==> src/common/rbag_defines.svh <==
// Constants for the program counter update block
`ifndef RBAG_DEFINES_SVH
`define RBAG_DEFINES_SVH
`define RBAG_PC_WIDTH      16
`define RBAG_DISP_WIDTH    8
`define RBAG_DISP_SIGN_BIT 7
`define RBAG_LEN_WIDTH     3
`define RBAG_PC_RESET      16'h0000
`define RBAG_DISP_MIN      (-128)
`define RBAG_DISP_MAX      127
`endif

==> src/common/rbag_pkg.sv <==
// Types for the program counter update block
`include "rbag_defines.svh"
package rbag_pkg;
    typedef enum logic [1:0] {
        RBAG_SEQ,
        RBAG_REL,
        RBAG_ABS
    } rbag_mode_t;
    typedef logic [`RBAG_PC_WIDTH-1:0] rbag_addr_t;
endpackage : rbag_pkg

==> src/design/rbag_pc_update.sv <==
// Program counter update: sequential advance and relative branch
// Timing at the pins
// step_i marks an instruction retiring; program_counter_o moves on that edge only.
// program_counter_o is the start address of the instruction being retired.
// branch_taken_o pulses for one cycle after each taken step, so the fetch unit can flush.
// Back-to-back steps are allowed; branch_taken_o stays high across taken steps in a row.
// An untaken conditional branch retires like any other instruction.
// A taken relative branch wins over abs_branch_i when both are raised; an untaken one yields to it; no step, no move.
// The sum is kept to 16 bits, so branches across address zero simply wrap.
`timescale 1ns/1ns
`include "rbag_defines.svh"
module rbag_pc_update (
    input  wire logic                         clk_i,
    input  wire logic                         reset_i,
    input  wire logic                         step_i,
    input  wire logic [`RBAG_LEN_WIDTH-1:0]   instr_len_i,
    input  wire logic                         rel_branch_i,
    input  wire logic                         cond_ok_i,
    input  wire logic                         abs_branch_i,
    input  wire logic [`RBAG_PC_WIDTH-1:0]    abs_target_i,
    input  wire logic [`RBAG_DISP_WIDTH-1:0]  branch_displacement_i,
    output logic      [`RBAG_PC_WIDTH-1:0]    program_counter_o,
    output logic                              branch_taken_o
);
    import rbag_pkg::*;

    ////////////////////////////////////////////////////////////////////////////
    logic [`RBAG_PC_WIDTH-1:0] program_counter;
    logic [`RBAG_PC_WIDTH-1:0] next_instr;
    logic [`RBAG_PC_WIDTH-1:0] rel_target;
    logic [`RBAG_PC_WIDTH-1:0] next_program_counter;
    logic                      next_taken;
    rbag_mode_t                mode;

    // Address of the following instruction, wrapping at 16 bits
    always_comb begin
        next_instr = program_counter + {{(`RBAG_PC_WIDTH-`RBAG_LEN_WIDTH){1'b0}}, instr_len_i};
    end

    rbag_target_add u_add (
        .next_instr_i (next_instr),
        .disp_i       (branch_displacement_i),
        .target_o     (rel_target)
    );

    // Mode select; an untaken conditional falls through to the abs_branch_i check, then sequential
    always_comb begin
        if (rel_branch_i && cond_ok_i) begin
            mode = RBAG_REL;
        end else if (abs_branch_i) begin
            mode = RBAG_ABS;
        end else begin
            mode = RBAG_SEQ;
        end
    end

    always_comb begin
        case (mode)
            RBAG_REL: next_program_counter = rel_target;
            RBAG_ABS: next_program_counter = abs_target_i;
            RBAG_SEQ: next_program_counter = next_instr;
            default:  next_program_counter = next_instr;
        endcase
        next_taken = (mode != RBAG_SEQ);
    end

    ////////////////////////////////////////////////////////////////////////////
    // Program counter register, only moves on a retired instruction
    always_ff @(posedge clk_i) begin
        if (reset_i) begin
            program_counter <= `RBAG_PC_RESET;
        end else if (step_i) begin
            program_counter <= next_program_counter;
        end
    end

    // Taken flag for the fetch unit to flush its prefetch
    always_ff @(posedge clk_i) begin
        if (reset_i) begin
            branch_taken_o <= 1'b0;
        end else begin
            branch_taken_o <= step_i && next_taken;
        end
    end

    assign program_counter_o = program_counter;

    ////////////////////////////////////////////////////////////////////////////
    // Checks
    // Every step sequence carries !reset_i itself: the disable condition is read
    // after the release edge has updated it, so an attempt begun on that edge
    // would otherwise expect an advance that reset swallowed.

    // Checker helpers, written from the rules rather than taken from the adder
    function automatic logic [`RBAG_PC_WIDTH-1:0] chk_sext(input logic [`RBAG_DISP_WIDTH-1:0] disp);
        chk_sext = {{(`RBAG_PC_WIDTH-`RBAG_DISP_WIDTH){disp[`RBAG_DISP_SIGN_BIT]}}, disp};
    endfunction : chk_sext

    function automatic logic [`RBAG_PC_WIDTH-1:0] chk_advance(input logic [`RBAG_PC_WIDTH-1:0]  pc,
                                                              input logic [`RBAG_LEN_WIDTH-1:0] len);
        chk_advance = pc + {{(`RBAG_PC_WIDTH-`RBAG_LEN_WIDTH){1'b0}}, len};
    endfunction : chk_advance
endmodule : rbag_pc_update

==> src/design/rbag_target_add.sv <==
// Relative target adder with sign extension
`timescale 1ns/1ns
`include "rbag_defines.svh"
module rbag_target_add (
    input  wire logic [`RBAG_PC_WIDTH-1:0]   next_instr_i,
    input  wire logic [`RBAG_DISP_WIDTH-1:0] disp_i,
    output logic      [`RBAG_PC_WIDTH-1:0]   target_o
);
    import rbag_pkg::*;

    logic [`RBAG_PC_WIDTH-1:0] disp_ext;

    // Upper bits copied from the sign bit
    always_comb begin
        disp_ext = {{(`RBAG_PC_WIDTH-`RBAG_DISP_WIDTH){disp_i[`RBAG_DISP_SIGN_BIT]}}, disp_i};
    end

    // Carry out of bit 15 is simply dropped
    always_comb begin
        target_o = next_instr_i + disp_ext;
    end
endmodule : rbag_target_add

==> config.mk <==
export PLATFORM = sky130hd
export DESIGN_NAME = rbag_pc_update
export DESIGN_NICKNAME = d
export VERILOG_FILES = /design/src/common/rbag_pkg.sv /design/src/design/rbag_pc_update.sv /design/src/design/rbag_target_add.sv
export VERILOG_INCLUDE_DIRS = /design/src /design/src/common
export SDC_FILE = /design/constraint.sdc
export NUM_CORES = 1
export LEC_CHECK = 0
export ABC_AREA = 0
export BUFFER_PORTS_ARGS = -buffer_cell sky130_fd_sc_hd__buf_2
export CAP_MARGIN = 20
export CORE_AREA = 2 2 68 70
export CTS_CLUSTER_SIZE = 20
export DETAILED_ROUTE_END_ITERATION = 7
export DIE_AREA = 0 0 70 72
export MAX_ROUTING_LAYER = met4
export PLACE_DENSITY = 0.75
export SLEW_MARGIN = 20
export SYNTH_ARGS = -nofsm -noshare
export SYNTH_HDL_FRONTEND = slang
export SYNTH_SLANG_ARGS = --single-unit
==> constraint.sdc <==
create_clock -name clk_i -period 3.6 [get_ports clk_i]
set_input_delay 0.36 -clock clk_i [delete_from_list [all_inputs] [get_ports clk_i]]
set_output_delay 0.36 -clock clk_i [all_outputs]
set_load 0.01 [all_outputs]
### After elaboration in Yosys (flattened, before gate mapping)

Cells that the tools add are included.

| cells by class | value |
|---|---|
| add/sub/neg operators | 2 |
| eq/ne operators | 2 |
| multiplexer cells | 3 |
| reduce and logical (&&, ||, !) cells | 3 |

Operators with widths:

| operator | count |
|---|---|
| $pmux W16 S2 | 1 |
| $add A16 B16 Y16 | 1 |
| $add A16 B3 Y16 | 1 |
| $mux W2 | 2 |
| $eq A2 B1 Y1 const B | 1 |
| $eq A2 B2 Y1 const B | 1 |
| $logic_and A1 B1 Y1 | 2 |
| $reduce_bool A2 Y1 | 1 |

| storage, ports and cells | value |
|---|---|
| bits in registers | 17 |
| word-level logic and storage cells | 12 |

### Logic depth before layout (Yosys ltp)

| depth | value |
|---|---|
| word-level depth | 4 |
| depth in mapped cells | 13 |
| mapped depth without buffers | 13 |

### Hierarchy

Synthesis repeated with hierarchy kept, for this count alone.

| second synthesis, totals | value |
|---|---|
| cell total of the unflattened synthesis | 286 |
| area, all modules | 2,207.1 um^2 |

By module, submodules not included:

| module | instances | cells each | area an instance (um^2) |
|---|---|---|---|
| rbag_pc_update | 1 | 188 | 1,482.7 |
| rbag_target_add | 1 | 98 | 724.4 |

### Worst setup path before layout

Ideal clock, no wire load.

| timing | value |
|---|---|
| path type | input to register |
| start | input port instr_len_i[0] |
| end | register program_counter[13], in the netlist program_counter_o[13] |
| arrival | 3,122 ps |
| data required time | 3,521 ps |
| path slack | 399 ps |
| cell stages on the path | 12 |
| cell sequence | ha_1 -> fa_1 -> a21oi_1 -> nand2b_1 -> xnor2_1 -> ha_1 -> o211ai_1 -> o211ai_2 -> a41oi_2 -> or4_1 -> and4_1 -> a211oi_2 |

| on the way | value |
|---|---|
| cells in the longest elaborated chain, start to end | 3 |

RTL lines:

| what | RTL line | text |
|---|---|---|
| start, declared | rbag_pc_update.sv:16 | `` input wire logic [`RBAG_LEN_WIDTH-1:0] instr_len_i, `` |
| $add A16 B3 Y16 (*) | rbag_pc_update.sv:37 | `` next_instr = program_counter + {{(`RBAG_PC_WIDTH-`RBAG_LEN_WIDTH){1'b0}}, instr_len_i}; `` |
| $add A16 B16 Y16 | rbag_target_add.sv:20 | `target_o = next_instr_i + disp_ext;` |
| $pmux W16 S2 (*) | rbag_pc_update.sv:58 | `case (mode)` |
| end signal, assigned | rbag_pc_update.sv:71 | `` program_counter <= `RBAG_PC_RESET; `` |
| end signal, assigned | rbag_pc_update.sv:73 | `program_counter <= next_program_counter;` |
| end, declared | rbag_pc_update.sv:28 | `` logic [`RBAG_PC_WIDTH-1:0] program_counter; `` |

Mark *: on every way between the ends. The rest lies on a longest branch, timed or not.
A chain may end at the register's enable or synchronous reset.

### Final worst setup path

| timing | value |
|---|---|
| start | register program_counter[0], in the netlist program_counter_o[0] |
| end | register program_counter[13], in the netlist program_counter_o[13] |

| on the way | value |
|---|---|
| cells in the longest elaborated chain, start to end | 3 |

RTL lines:

| what | RTL line |
|---|---|
| $add A16 B3 Y16 (*) | rbag_pc_update.sv:37 |
| $add A16 B16 Y16 | rbag_target_add.sv:20 |
| $pmux W16 S2 (*) | rbag_pc_update.sv:58 |

Marks and branches as above.

==> reports/metrics.sh <==
WIRE_LENGTH_OF_THE_FIRST_GLOBAL_ROUTING_PASS_MM=9.80
SYN-CELL-AREA_UM2=2070
DIE-AREA_UM2=5040
CRITICAL-PATH-SLOWEST-CELL='or4_1'
PEAKVDDDROP_mV=0.144
MAX_CAPACITANCE_VIOLATION_COUNT=0
CTS_TREE='done'
SETUP_WS_NS=0.254
CLOCK_POWER_SHARE_PCT=20.3
CRITICAL_PATH_CELL_COUNT=13
GRT_START_MAX_NET_PINS=31
REPORT.FINAL.HOLD_VIOL_COUNT=0
POST_SYN_AREA_PER_CELL_UM2=7.80
RUN_STATUS='finished clean'
SYNTH_SEQ_AREA_SHARE_PCT=16.5
IOS=50
DETAILED_PLACE_HPWL_MM=4.42
TIMING.SETUP.CRITICAL_PATH_CLASS='reg2reg'
POST-ROUTE-MIN-PERIOD_NS=3.35
SYNTH-ADDER-AREA-SHARE_PCT=13.4
GATE_COUNT_AFTER_TECHNOLOGY_MAPPING=265
TIMING.RR.END='program_counter_o[13]$_SDFFE_PP0P_'
HTREEDEPTH=1
RRSETUPSLACK_NS=0.25
DRT-VIAS-PER-INSTANCE=6.13
PROPORTION_OF_POWER_DRAWN_BY_COMBINATIONAL_GATES_PCT=49.3
FINAL_MIN_PERIOD_OVER_CLOCK_PERIOD_PCT=93.0
COREAREA_UM2=4260
SYNTH_COMPOUND_GATE_AREA_SHARE_PCT=27.3
WORST_PIN_SLEW_NS=0.792
INITIAL_UTILIZATION_PCT=48.5
CP_SLOWEST_STAGE_DELAY_NS=0.53
CP_NUM_BUF_INV=1
REQUIRED_NS=3.79
HP_CLASS='in2reg'
UNREPAIRED_SETUP_ENDPOINTS_AFTER_GLOBAL_ROUTING='no'
POWER_DENSITY_nW_PER_UM2=317
FINAL_CORE_UTILIZATION_PCT=55.7
VIA_COUNT_OF_THE_FIRST_GLOBAL_ROUTING_PASS=2076
SYNTH-ASYNC-RESET-RATIO_PCT=0
SYNTH.MUX.AREA_FRACTION_PCT=3.87
SYNTH_ENABLE_FLOP_CELLS=0
CRIT_PATH_FREQUENT_CELL='or4_1'
ROUTED_WIRE_LENGTH_PER_INSTANCE_UM=16.1
FP-ROW-COUNT=24
SYNTH.LIB_CELLS_USED.DISTINCT=59
TIMING.CRITICAL_PATH.FROM='program_counter_o[0]$_SDFFE_PP0P_'
SYNTHSIMPLEGATEAREAFRAC_PCT=23.2
LAYOUT-DRIVE-GT1-SHARE_PCT=22.7
YS_SEQ_ELEMENTS=17
SWITCHING_SHARE_PCT=40.9
WORSTPATHCELLLIST='ha_1 -> fa_1 -> a21oi_1 -> buf_4 -> or4_1 -> xnor2_1 -> ha_2 -> nand2_1 -> o21ai_0 -> a41oi_2 -> or4_1 -> and4_1 -> a211oi_2'
POSTSYNTH.TOPFLOPCELL='dfxtp_1'
DETAILROUTE.VIA_COUNT=2205
FINAL_NETS=363
SLEW_VIOLATIONS=0
GLOBALPLACE.CONGESTION=0.929
SETUP.WORST_PATH.END_CLASS='flop'
DRT_DRC_VIOLATIONS_LEFT=0
POWER.INTERNAL_mW=0.445
WORST_SKEW_PAIR.LATE_LATENCY_NS=0.26
PLACEMENT.CELL_AREA_UM2=2320
CRITICAL_PATH.MAX_FANOUT=7
CRITPATHARRIVALTIME_NS=3.54
FINAL-SETUP-VIOL-COUNT=0
NETSWITCHINGPOWER_mW=0.308
FIN_TOTAL_PWR_mW=0.753
YOSYSWARNINGCOUNT=0
GLOBAL_ROUTE.OVERFLOW_TOTAL=0
CTS_BUFFERS=3
SYN_NETS=319
HOLD_PATH_STAGES=3
SKEW_NS=0.00730
REGTOREGSTARTPOINT='program_counter_o[0]$_SDFFE_PP0P_'
DIE_X_UM=70
SLEW_HEADROOM_PCT=47.1
LEAKAGE_nW=1.08
DETAIL_ROUTE.WIRELENGTH_MM=5.80
CTS.ROOT.BUFFER_CELL='clkbuf_8'
SYNTHTOLAYOUTAREAGROWTH_PCT=14.8
FINAL_ANTENNA_NET_COUNT=0
CTS-HOLD-FIX-BUFFERS=0
DRT-INITIAL-DRC-COUNT=161
FINAL.SETUP.TNS_NS=0
LAYOUT.CELL_AREA.NON_FILLER_UM2=2370
POWER_FRAC_SEQ_PCT=30.4
GRT_ANTENNA_BEFORE_REPAIR=0
CTS_SINKS=17
GR-USAGE-ALL-LAYERS_PCT=24.5
DIEHEIGHT_UM=72
IO_BUFFER_COUNT=49
FMAXACHIEVABLE_GHz=0.299
CTS.CLK_SLEW.WORST_PATHS_NS=0.08
SYNTH_TOP_FAMILY_BY_AREA='compound AO/OA/AOI/OAI gates'
FIRSTDRTPASSITERS=4
CRITICAL_PATH.STARTPOINT_TYPE='flop'
CPLARGESTDELAYFAMILY='simple AND/OR/NAND/NOR gates'
CRIT_PATH_END='program_counter_o[13]$_SDFFE_PP0P_'
N_ANTENNA_CELL=0
POST_SYNTH_XOR_AREA_FRACTION_PCT=10.6
WORST_R2R_PATH_DEPTH=13
PLACE_WORST_SETUP_SLACK_NS=0.192
CTS.PATH.MAX_BUFFERS=2
[placed cells by master, fill, tap and decap left out, drive strengths merged, types with 2 or more instances in the layout]
| cell type | netlist | layout |
|---|---|---|
| nor2 | 24 | 24 |
| nand4 | 4 | 4 |
| xnor2 | 15 | 15 |
| a31oi | 2 | 2 |
| nor3 | 7 | 7 |
| nand2b | 6 | 6 |
| nor2b | 2 | 2 |
| o22ai | 3 | 3 |
| o31ai | 4 | 4 |
| o21ai | 10 | 10 |
| or3 | 2 | 2 |
| nand3 | 13 | 13 |
| o221a | 2 | 2 |
| or4 | 3 | 3 |
| inv | 7 | 7 |
| a21oi | 19 | 19 |
| dfxtp | 17 | 17 |
| mux2i | 8 | 8 |
| and3 | 2 | 2 |
| buf | 8 | 52 |
| xor2 | 10 | 10 |
| ha | 19 | 19 |
| a31o | 2 | 2 |
| clkinv | 1 | 2 |
| a311oi | 4 | 4 |
| clkbuf | 5 | 3 |
| o211ai | 5 | 5 |
| a21o | 6 | 6 |
| fa | 2 | 2 |
| a211oi | 6 | 6 |
| a21boi | 2 | 2 |
| and2 | 2 | 2 |
| nand2 | 26 | 26 |
[metal layers]
| metal | global-route usage (%) | vias to the layer above | wire (um) |
|---|---|---|---|
| li1 | - | 1069 | - |
| met1 | 31.7 | 1027 | 2560 |
| met2 | 37.1 | 86 | 2650 |
| met3 | 3.75 | 23 | 370 |
| met4 | 13.2 | 0 | 210 |
| met5 | - | - | 0 |
[cell usage after synthesis, types with 2 or more instances]
cell | n | share of area [%]
a31oi_1 | 2 | 0.60
nor2_1 | 24 | 4.4
or4_1 | 3 | 1.1
buf_6 | 2 | 1.1
nand3_2 | 2 | 0.97
buf_1 | 2 | 0.36
inv_1 | 7 | 1.3
o211ai_1 | 4 | 1.5
a21oi_1 | 18 | 4.4
a31o_2 | 2 | 0.85
fa_1 | 2 | 1.9
a211oi_1 | 4 | 1.5
mux2i_1 | 8 | 3.9
dfxtp_1 | 17 | 16
a21boi_0 | 2 | 0.73
and2_1 | 2 | 0.60
and3_1 | 2 | 0.60
xnor2_1 | 15 | 6.4
o31ai_1 | 4 | 1.5
buf_4 | 3 | 1.1
nor3_1 | 7 | 1.7
nor2b_1 | 2 | 0.60
a21o_1 | 6 | 2.2
a211oi_2 | 2 | 1.2
nand4_1 | 4 | 1.2
nand2b_1 | 6 | 1.8
xor2_1 | 10 | 4.2
ha_1 | 19 | 11
o22ai_1 | 3 | 0.91
o21ai_0 | 10 | 2.4
nand2_1 | 26 | 4.7
clkbuf_1 | 5 | 0.91
nand3_1 | 11 | 2.7
a311oi_1 | 4 | 1.7
[worst register-to-register path, stage by stage, from the launching register on]
cell,delay (ns)
dfxtp_1,0.38
ha_1,0.20
fa_1,0.22
a21oi_1,0.09
buf_4,0.15
or4_1,0.53
xnor2_1,0.16
ha_2,0.41
nand2_1,0.06
o21ai_0,0.20
a41oi_2,0.06
or4_1,0.40
and4_1,0.21
a211oi_2,0.20
[cell families after synthesis]
kind of cell / after synthesis
mux: 8
fa+ha+maj: 21
xor+xnor: 25
buf+inv: 21
flops: 17
compound gates: 77
simple gates: 96
[power groups by stage]
stage / logic [mW] / registers, mW / clock network [mW]
after floorplan: 0.265 / 0.236 / 0
after global placement: 0.361 / 0.232 / 0
after detailed placement: 0.366 / 0.232 / 0
after CTS: 0.368 / 0.228 / 0.155
after global routing: 0.413 / 0.231 / 0.163
final: 0.372 / 0.229 / 0.153
[state kept, by name, summed over array words and instances (netlist names)]
| name | cells |
|---|---|
| program_counter_o | 16 |
| branch_taken_o | 1 |
[per-stage QoR]
step,hold WS (ns),std cells
floorplan,0.520,265
global placement,0.500,356
detailed placement,0.504,356
CTS,0.430,360
global route,0.440,360
finish,0.427,360
[cell type report]
cell class	instances	area, um^2
fill	404	1890
multi-input combinational	227	1620
sequential	17	340
timing repair buffer	52	268
tap	52	65.1
clock buffer	3	41.3
inverter	8	30.0
clock inverter	1	5.00
[timing repair]
action                     4_1_cts  5_1_grt
gates resized for setup          0        1
setup buffers                    0        0
setup endpoints to repair        0        2
[worst min-delay path by stage]
stage                                 startpoint                           endpoint  slack, ns
2_1_floorplan  program_counter_o[2]$_SDFFE_PP0P_  program_counter_o[2]$_SDFFE_PP0P_       0.52
3_3_place_gp   program_counter_o[2]$_SDFFE_PP0P_  program_counter_o[2]$_SDFFE_PP0P_       0.50
3_5_place_dp   program_counter_o[2]$_SDFFE_PP0P_  program_counter_o[2]$_SDFFE_PP0P_       0.50
4_1_cts                          abs_target_i[7]  program_counter_o[7]$_SDFFE_PP0P_       0.43
5_1_grt                          abs_target_i[7]  program_counter_o[7]$_SDFFE_PP0P_       0.44
6_report                         abs_target_i[7]  program_counter_o[7]$_SDFFE_PP0P_       0.43
Note: power is estimated with default switching activity, not from simulation.
